## config.mk

```make
export PLATFORM = sky130hd
export DESIGN_NAME = shs_top
export DESIGN_NICKNAME = d
export VERILOG_FILES = /design/src/shs_pkg.sv /design/src/shs_irq.sv /design/src/shs_state_reg.sv /design/src/shs_top.sv
export SDC_FILE = /design/constraint.sdc
export NUM_CORES = 1
export LEC_CHECK = 0
export BUFFER_PORTS_ARGS = -buffer_cell sky130_fd_sc_hd__buf_2
export CAP_MARGIN = 20
export CORE_UTILIZATION = 53
export DETAILED_ROUTE_END_ITERATION = 10
export PLACE_DENSITY_LB_ADDON = 0.05
export SLEW_MARGIN = 0
export SYNTH_ARGS = -nofsm -noshare
export SYNTH_HDL_FRONTEND = slang
export SYNTH_HIERARCHICAL = 1
export SYNTH_SLANG_ARGS = --single-unit
export TNS_END_PERCENT = 30
```

## constraint.sdc

```tcl
create_clock -name ref_clk -period 2.8 [get_ports ref_clk]
set_input_delay 0 -clock ref_clk [delete_from_list [all_inputs] [get_ports ref_clk]]
set_output_delay 0 -clock ref_clk [all_outputs]
set_load 0.1 [all_outputs]
```

## src/shs_pkg.sv

```systemverilog
`default_nettype none
package shs_pkg;
  // ---------------------------------------------------------------
  // Register map
  // ---------------------------------------------------------------
  localparam logic [11:0] ADDR_STATE = 12'h000;
  localparam logic [11:0] ADDR_IRQ_STATUS = 12'h004;
  localparam logic [11:0] ADDR_IRQ_MASK = 12'h008;
  localparam logic [31:0] STATE_RESET = 32'h0000_0000;
  localparam logic [31:0] ZERO_WORD = 32'h0000_0000;
  // Writable bits of the state register; all others read zero
  localparam logic [31:0] STATE_WMASK = 32'h0007_fd8b;
  // Bit positions of the state register
  localparam int BIT_MEM_ACT = 0;
  localparam int BIT_BUS_ACT = 1;
  localparam int BIT_USG_ACT = 3;
  localparam int BIT_SVC_ACT = 7;
  localparam int BIT_MON_ACT = 8;
  localparam int BIT_PSV_ACT = 10;
  localparam int BIT_TCK_ACT = 11;
  localparam int BIT_USG_PEND = 12;
  localparam int BIT_MEM_PEND = 13;
  localparam int BIT_BUS_PEND = 14;
  localparam int BIT_SVC_PEND = 15;
  localparam int BIT_MEM_ENA = 16;
  localparam int BIT_BUS_ENA = 17;
  localparam int BIT_USG_ENA = 18;
  localparam int NUM_EVT = 4;
  localparam logic [NUM_EVT-1:0] EVT_ZERO = 4'h0;
  localparam logic [1:0] RESP_OKAY = 2'b00;
  localparam logic [1:0] RESP_SLVERR = 2'b10;

  // Per-bit hardware update from the exception core: set and clear strobes
  typedef struct packed {
    logic [31:0] set;
    logic [31:0] clr;
  } shs_hwupd_s;

  // Decoded software write toward the state register
  typedef struct packed {
    logic en;
    logic [31:0] data;
    logic [3:0] strb;
  } shs_swwr_s;
endpackage
`default_nettype wire

```

## src/shs_irq.sv

```systemverilog
`default_nettype none
module shs_irq (
  input wire logic ref_clk,
  input wire logic rstn,
  input wire logic [3:0] evtIn,
  input wire logic clrEn,
  input wire logic [3:0] clrBits,
  input wire logic maskEn,
  input wire logic [3:0] maskData,
  output logic [3:0] statusQ,
  output logic [3:0] maskQ,
  output logic irq
);
  logic [3:0] status_ff;
  logic [3:0] mask_ff;

  // Sticky status: a new event wins over write-one-to-clear in the same cycle
  always_ff @(posedge ref_clk) begin
    if (!rstn) begin
      status_ff <= shs_pkg::EVT_ZERO;
    end else begin
      status_ff <= evtIn | (status_ff & ~(clrEn ? clrBits : shs_pkg::EVT_ZERO));
    end
  end

  always_ff @(posedge ref_clk) begin
    if (!rstn) begin
      mask_ff <= shs_pkg::EVT_ZERO;
    end else if (maskEn) begin
      mask_ff <= maskData;
    end
  end

  assign statusQ = status_ff;
  assign maskQ = mask_ff;
  assign irq = |(status_ff & mask_ff);

  evt_sticky_a: assert property (@(posedge ref_clk) disable iff (!rstn)
    evtIn[0] |=> statusQ[0])
    else $error("event not captured");
endmodule // shs_irq
`default_nettype wire

```

## src/shs_state_reg.sv

```systemverilog
`default_nettype none
module shs_state_reg (
  input wire logic ref_clk,
  input wire logic rstn,
  input wire shs_pkg::shs_swwr_s swWr,
  input wire shs_pkg::shs_hwupd_s hwUpd,
  output logic [31:0] stateQ
);
  logic [31:0] state_ff;
  logic [31:0] byteMask;

  always_comb begin
    for (int i = 0; i < 32; i++) begin
      byteMask[i] = swWr.strb[i/8];
    end
  end

  // ---------------------------------------------------------------
  // Per-bit storage: hardware set beats any clear, software or hardware
  // ---------------------------------------------------------------
  genvar g;
  generate
    for (g = 0; g < 32; g++) begin : gBit
      if (shs_pkg::STATE_WMASK[g]) begin : gRw
        always_ff @(posedge ref_clk) begin
          if (!rstn) begin
            state_ff[g] <= shs_pkg::STATE_RESET[g];
          end else if (hwUpd.set[g]) begin
            state_ff[g] <= 1'b1;
          end else if (swWr.en && byteMask[g]) begin
            // Active, pended and enable bits all take the written value
            state_ff[g] <= swWr.data[g];
          end else if (hwUpd.clr[g]) begin
            state_ff[g] <= 1'b0;
          end
        end
      end else begin : gRo
        always_ff @(posedge ref_clk) begin
          state_ff[g] <= shs_pkg::STATE_RESET[g];
        end
      end
    end
  endgenerate

  assign stateQ = state_ff & shs_pkg::STATE_WMASK;

  // Checks the storage itself, since the read path masks reserved bits anyway
  reserved_zero_a: assert property (@(posedge ref_clk) disable iff (!rstn)
    (state_ff & ~shs_pkg::STATE_WMASK) == shs_pkg::ZERO_WORD)
    else $error("reserved state bit stored nonzero");
  reset_clear_a: assert property (@(posedge ref_clk)
    !rstn |=> stateQ == shs_pkg::STATE_RESET)
    else $error("state not cleared by reset");
  hw_set_a: assert property (@(posedge ref_clk) disable iff (!rstn)
    hwUpd.set[shs_pkg::BIT_MEM_PEND] |=> stateQ[shs_pkg::BIT_MEM_PEND])
    else $error("pend set lost");
endmodule // shs_state_reg
`default_nettype wire

```

## src/shs_top.sv

```systemverilog
// Implementation choices: the AXI4-Lite register port and the register offsets.
`default_nettype none
// Behaviour
// - Bit 0 shows memory management handler active; software read/write.
// - Bit 1 shows bus fault handler active; software read/write.
// - Bit 3 shows usage fault handler active; software read/write.
// - Bit 7 shows SVCall handler active; software read/write.
// - Bit 8 shows debug monitor handler active; software read/write.
// - Bit 10 shows PendSV handler active; software read/write.
// - Bit 11 shows SysTick handler active; software read/write.
// - Bit 12 shows usage fault pending; software read/write.
// - Bit 13 shows memory management fault pending; software read/write.
// - Bit 14 shows bus fault pending; software read/write.
// - Bit 15 shows SVCall pending; software read/write.
// - Bit 16 enables memory management fault exception.
// - Bit 17 enables bus fault exception.
// - Bit 18 enables usage fault exception.
module shs_top (
  input wire logic ref_clk,
  input wire logic rstn,
  // AXI4-Lite slave
  input wire logic [11:0] s_axi_awaddr,
  input wire logic s_axi_awvalid,
  output logic s_axi_awready,
  input wire logic [31:0] s_axi_wdata,
  input wire logic [3:0] s_axi_wstrb,
  input wire logic s_axi_wvalid,
  output logic s_axi_wready,
  output logic [1:0] s_axi_bresp,
  output logic s_axi_bvalid,
  input wire logic s_axi_bready,
  input wire logic [11:0] s_axi_araddr,
  input wire logic s_axi_arvalid,
  output logic s_axi_arready,
  output logic [31:0] s_axi_rdata,
  output logic [1:0] s_axi_rresp,
  output logic s_axi_rvalid,
  input wire logic s_axi_rready,
  // Exception core side
  input wire shs_pkg::shs_hwupd_s hwUpd,
  output logic memFaultEn,
  output logic busFaultEn,
  output logic usgFaultEn,
  output logic irq
);
  // ---------------------------------------------------------------
  // Write channel
  // ---------------------------------------------------------------
  logic awHeld_ff;
  logic wHeld_ff;
  logic bvalid_ff;
  logic [1:0] bresp_ff;
  logic [11:0] awaddr_ff;
  logic [31:0] wdata_ff;
  logic [3:0] wstrb_ff;
  logic wrFire;
  logic [31:0] stateQ;
  logic [3:0] statusQ;
  logic [3:0] maskQ;
  logic [3:0] pendEvt;
  logic [31:0] setIn;
  shs_pkg::shs_swwr_s swWr;

  assign s_axi_awready = !awHeld_ff && !bvalid_ff;
  assign s_axi_wready = !wHeld_ff && !bvalid_ff;
  assign wrFire = awHeld_ff && wHeld_ff && !bvalid_ff;

  always_ff @(posedge ref_clk) begin
    if (!rstn) begin
      awHeld_ff <= 1'b0;
      awaddr_ff <= shs_pkg::ADDR_STATE;
    end else if (s_axi_awvalid && s_axi_awready) begin
      awHeld_ff <= 1'b1;
      awaddr_ff <= s_axi_awaddr;
    end else if (wrFire) begin
      awHeld_ff <= 1'b0;
    end
  end

  always_ff @(posedge ref_clk) begin
    if (!rstn) begin
      wHeld_ff <= 1'b0;
      wdata_ff <= shs_pkg::ZERO_WORD;
      wstrb_ff <= shs_pkg::EVT_ZERO;
    end else if (s_axi_wvalid && s_axi_wready) begin
      wHeld_ff <= 1'b1;
      wdata_ff <= s_axi_wdata;
      wstrb_ff <= s_axi_wstrb;
    end else if (wrFire) begin
      wHeld_ff <= 1'b0;
    end
  end

  always_ff @(posedge ref_clk) begin
    if (!rstn) begin
      bvalid_ff <= 1'b0;
      bresp_ff <= shs_pkg::RESP_OKAY;
    end else if (wrFire) begin
      bvalid_ff <= 1'b1;
      bresp_ff <= (awaddr_ff == shs_pkg::ADDR_STATE || awaddr_ff == shs_pkg::ADDR_IRQ_STATUS ||
                   awaddr_ff == shs_pkg::ADDR_IRQ_MASK) ? shs_pkg::RESP_OKAY
                                                        : shs_pkg::RESP_SLVERR;
    end else if (s_axi_bready) begin
      bvalid_ff <= 1'b0;
    end
  end

  assign s_axi_bvalid = bvalid_ff;
  assign s_axi_bresp = bresp_ff;

  always_comb begin
    swWr.en = wrFire && awaddr_ff == shs_pkg::ADDR_STATE;
    swWr.data = wdata_ff;
    swWr.strb = wstrb_ff;
  end

  // ---------------------------------------------------------------
  // State register
  // ---------------------------------------------------------------
  // Software may rewrite active flags freely; no stack repair is attempted here
  shs_state_reg u_state (
    .ref_clk(ref_clk),
    .rstn(rstn),
    .swWr(swWr),
    .hwUpd(hwUpd),
    .stateQ(stateQ)
  );

  assign memFaultEn = stateQ[shs_pkg::BIT_MEM_ENA];
  assign busFaultEn = stateQ[shs_pkg::BIT_BUS_ENA];
  assign usgFaultEn = stateQ[shs_pkg::BIT_USG_ENA];

  // ---------------------------------------------------------------
  // Interrupt on newly pended faults and SVCall
  // ---------------------------------------------------------------
  assign setIn = hwUpd.set;
  assign pendEvt = {setIn[shs_pkg::BIT_SVC_PEND], setIn[shs_pkg::BIT_BUS_PEND],
                    setIn[shs_pkg::BIT_MEM_PEND], setIn[shs_pkg::BIT_USG_PEND]};

  shs_irq u_irq (
    .ref_clk(ref_clk),
    .rstn(rstn),
    .evtIn(pendEvt),
    .clrEn(wrFire && awaddr_ff == shs_pkg::ADDR_IRQ_STATUS),
    .clrBits(wdata_ff[3:0]),
    .maskEn(wrFire && awaddr_ff == shs_pkg::ADDR_IRQ_MASK && wstrb_ff[0]),
    .maskData(wdata_ff[3:0]),
    .statusQ(statusQ),
    .maskQ(maskQ),
    .irq(irq)
  );

  // ---------------------------------------------------------------
  // Read channel
  // ---------------------------------------------------------------
  logic rvalid_ff;
  logic [31:0] rdata_ff;
  logic [1:0] rresp_ff;

  assign s_axi_arready = !rvalid_ff;

  always_ff @(posedge ref_clk) begin
    if (!rstn) begin
      rvalid_ff <= 1'b0;
      rdata_ff <= shs_pkg::ZERO_WORD;
      rresp_ff <= shs_pkg::RESP_OKAY;
    end else if (s_axi_arvalid && s_axi_arready) begin
      rvalid_ff <= 1'b1;
      rresp_ff <= shs_pkg::RESP_OKAY;
      case (s_axi_araddr)
        shs_pkg::ADDR_STATE: begin
          rdata_ff <= stateQ;
        end
        shs_pkg::ADDR_IRQ_STATUS: begin
          rdata_ff <= {28'h0000000, statusQ};
        end
        shs_pkg::ADDR_IRQ_MASK: begin
          rdata_ff <= {28'h0000000, maskQ};
        end
        default: begin
          rdata_ff <= shs_pkg::ZERO_WORD;
          rresp_ff <= shs_pkg::RESP_SLVERR;
        end
      endcase
    end else if (s_axi_rready) begin
      rvalid_ff <= 1'b0;
    end
  end

  assign s_axi_rvalid = rvalid_ff;
  assign s_axi_rdata = rdata_ff;
  assign s_axi_rresp = rresp_ff;

  // ---------------------------------------------------------------
  // Checks
  // ---------------------------------------------------------------
  sw_write_a: assert property (@(posedge ref_clk) disable iff (!rstn)
    swWr.en && swWr.strb[0] && !hwUpd.set[shs_pkg::BIT_MEM_ACT]
    |=> stateQ[shs_pkg::BIT_MEM_ACT] == $past(wdata_ff[shs_pkg::BIT_MEM_ACT]))
    else $error("mem act write not stored");
  bus_act_a: assert property (@(posedge ref_clk) disable iff (!rstn)
    swWr.en && swWr.strb[0] && !hwUpd.set[shs_pkg::BIT_BUS_ACT]
    |=> stateQ[shs_pkg::BIT_BUS_ACT] == $past(wdata_ff[shs_pkg::BIT_BUS_ACT]))
    else $error("bus act write not stored");
  usg_act_a: assert property (@(posedge ref_clk) disable iff (!rstn)
    hwUpd.set[shs_pkg::BIT_USG_ACT] |=> stateQ[shs_pkg::BIT_USG_ACT])
    else $error("usage act not set");
  svc_act_a: assert property (@(posedge ref_clk) disable iff (!rstn)
    hwUpd.set[shs_pkg::BIT_SVC_ACT] |=> stateQ[shs_pkg::BIT_SVC_ACT])
    else $error("svcall act not set");
  mon_act_a: assert property (@(posedge ref_clk) disable iff (!rstn)
    hwUpd.set[shs_pkg::BIT_MON_ACT] |=> stateQ[shs_pkg::BIT_MON_ACT])
    else $error("monitor act not set");
  psv_act_a: assert property (@(posedge ref_clk) disable iff (!rstn)
    hwUpd.set[shs_pkg::BIT_PSV_ACT] |=> stateQ[shs_pkg::BIT_PSV_ACT])
    else $error("pendsv act not set");
  tck_act_a: assert property (@(posedge ref_clk) disable iff (!rstn)
    hwUpd.set[shs_pkg::BIT_TCK_ACT] |=> stateQ[shs_pkg::BIT_TCK_ACT])
    else $error("systick act not set");
  usg_pend_a: assert property (@(posedge ref_clk) disable iff (!rstn)
    hwUpd.set[shs_pkg::BIT_USG_PEND] |=> stateQ[shs_pkg::BIT_USG_PEND])
    else $error("usage pend not set");
  // Other pended sources may hold the interrupt up, so only the masked-in case is tied down
  bus_pend_a: assert property (@(posedge ref_clk) disable iff (!rstn)
    hwUpd.set[shs_pkg::BIT_BUS_PEND]
    |=> stateQ[shs_pkg::BIT_BUS_PEND] && statusQ[2] && (irq || !maskQ[2]))
    else $error("bus pend not set");
  svc_pend_a: assert property (@(posedge ref_clk) disable iff (!rstn)
    hwUpd.set[shs_pkg::BIT_SVC_PEND] |=> stateQ[shs_pkg::BIT_SVC_PEND] && statusQ[3])
    else $error("svcall pend not set");
  mem_ena_a: assert property (@(posedge ref_clk) disable iff (!rstn)
    swWr.en && swWr.strb[2] && !hwUpd.set[shs_pkg::BIT_MEM_ENA]
    |=> memFaultEn == $past(swWr.data[shs_pkg::BIT_MEM_ENA]))
    else $error("mem fault enable not written");
  bus_ena_a: assert property (@(posedge ref_clk) disable iff (!rstn)
    swWr.en && swWr.strb[2] && !hwUpd.set[shs_pkg::BIT_BUS_ENA]
    |=> busFaultEn == $past(swWr.data[shs_pkg::BIT_BUS_ENA]))
    else $error("bus fault enable not written");
  usg_ena_a: assert property (@(posedge ref_clk) disable iff (!rstn)
    swWr.en && swWr.strb[2] && !hwUpd.set[shs_pkg::BIT_USG_ENA]
    |=> usgFaultEn == $past(swWr.data[shs_pkg::BIT_USG_ENA]))
    else $error("usage fault enable not written");
endmodule // shs_top
`default_nettype wire

```

==> flow_metrics.tcl <==
set metrics [dict create \
    clkTransAtPathRegs_ns 0.09 \
    p_total_mw 2.76 \
    endpoint_kind "register" \
    layout.cells.non_filler 667 \
    hpwlAfterDp_microns 5810 \
    status "completed" \
    design_area_sq_um 5170 \
    tightest_slew_ns 0.719 \
    setup_viol 0 \
    leakagePower_nw 2.35 \
    fin_crit_sh 0.870 \
    pin_count 176 \
    critPathKind "register to register" \
    vias 3315 \
    fin_crit_ns 2.44 \
    drive_above_1_share 0.270 \
    ff_latch_area_sq_um 1800 \
    relSlewSlack 0.517 \
    antenna_found_initial 0 \
    die_area_sq_um 7560 \
    peakVddDrop_v 0.000369 \
    cts-buffers-inserted 9 \
    fmax_mhz 411 \
    synth_area_sq_um 3830 \
    synth_cells 399 \
    wire_per_inst_microns 13.1 \
    fin_util 0.753 \
    worst_path_dominant_cell_family "simple AND/OR/NAND/NOR gates" \
    rr_worst_depth 7 \
    ant_nets 0 \
    post-route-drc-count 0 \
    clock_path_buffers 2 \
    dieHeight_microns 87.0 \
    worst-path-stages 7 \
    antennaDiodeCount 0 \
    clock-root-buffer "clkbuf_8" \
    final_common_cell "buf_2" \
    grt_pass1_vias 3124 \
    clock_latency_ns 0.36 \
    clock_sinks 90 \
    crit_buf_inv 2 \
    vias_per_cell 4.97 \
    ys_warn_count 6 \
    layout_common_cells "119 x buf_2, 90 x dfxtp_1, 73 x nand2_1" \
    hold_slack_ns 0.0175 \
    die-width_microns 87.0 \
    initial_core_util 0.557 \
    dr.pass1.iters 4 \
    post_dp_cell_area_sq_um 4320 \
    fp-row-count 30 \
    crit_required_ns 3.04 \
    cts_tree "built" \
    drt_iter0_markers 168 \
    dp_cells 589 \
    syn_to_final_growth_pct 35.2 \
    cpMaxStageDelayCell "dlygate4sd3_1" \
    rsz0062_at_grt "no" \
    hold_path_class "input pin to register" \
    portBuffers 119 \
    core_sq_um 6870 \
    skew_ns 0.00947 \
    drv_slew 0 \
    powerDensity_nw_per_um2 534 \
    drt-total-wl_microns 8750 \
    crit_chain "nor4_1 > nand4_1 > nor3_2 > buf_4 > nor4bb_1 > a311oi_2 > dlygate4sd3_1" \
    multi_input_area_sq_um 1710 \
    slowest_delay_ns 0.58 \
    grt_overflow 0 \
    globalplace.congestion 0.766 \
    grt_first_pass_wirelength_microns 14400 \
    crit_path_start_kind "register" \
    min_delay_path_depth 3 \
    grt_max_degree 33 \
    track_usage 0.243 \
    nets 697 \
    cap_viol_max_count 0 \
    hold_viol 0 \
    syn_area_per_cell_sq_um 9.59 \
    worstPathMaxFanout 17 \
    nFillCells 527 \
    cts_resized 0 \
    htree_num_levels 3 \
    cp_data_arrival_time_ns 2.68 \
]
-- cell type report --
cell class,count,share of cell area
Tap cell,96,0.0232
Timing Repair Buffer,184,0.240
Clock buffer,10,0.0266
Clock inverter,6,0.0172
Sequential cell,90,0.348
Inverter,21,0.0152
Multi-Input combinational cell,260,0.330
-- per-stage QoR --
stage / setup slack (ns) / setup TNS (ns)
after global placement: 0.894 / 0
after detailed placement: 0.854 / 0
after global routing: 0.277 / 0
final: 0.365 / 0
after CTS: 0.399 / 0
after floorplan: -0.201 / -2.11
-- state kept, by name, indices dropped and copies added (netlist names) --
name            cells
awHeld_ff           1
awaddr_ff          12
s_axi_bresp         1
s_axi_bvalid        1
s_axi_rdata        32
s_axi_rresp         1
s_axi_rvalid        1
u_irq/maskQ         4
u_irq/statusQ       4
u_state/stateQ     14
wHeld_ff            1
wdata_ff           15
wstrb_ff            3
-- per-layer routing --
metal	routed length, microns	GRT usage	vias up
li1	-	-	1688
met1	4050	0.316	1528
met2	4150	0.403	89
met3	434	0.0521	10
met4	113	0.0727	0
met5	0	0	-
-- final timing paths --
kind                                                   from                             end  slack, ns
worst min-delay path                       s_axi_araddr[11]     s_axi_rresp[1]$_SDFFE_PN0P_       0.02
worst min register to register  s_axi_rdata[0]$_SDFFE_PN0P_     s_axi_rdata[0]$_SDFFE_PN0P_       0.47
worst max register to register    awaddr_ff[6]$_SDFFE_PN0P_  u_state/stateQ[3]$_SDFFE_PN0P_       0.36
worst max-delay path              awaddr_ff[6]$_SDFFE_PN0P_  u_state/stateQ[3]$_SDFFE_PN0P_       0.36
-- worst register-to-register path, delay by kind of cell (launching register included) --
kind / cells / cell delay (ns)
AOI/OAI and AO/OA: 1 / 0.08
buffers and inverters: 2 / 0.82
DFF: 1 / 0.32
and+or+nand+nor: 4 / 1.11
-- power by group --
| part | switching, mW | internal, mW | leakage (nW) |
|---|---|---|---|
| Sequential | 0.0412 | 1.33 | 0.736 |
| Clock | 0.462 | 0.529 | 0.109 |
| Combinational | 0.228 | 0.169 | 1.50 |
-- repair_timing --
| action | CTS | global route |
|---|---|---|
| buffers inserted | 0 | 0 |
| hold buffers | 62 | 0 |
| endpoints found under the hold margin | 51 | 0 |
Note: power is estimated with default switching activity, not from simulation.
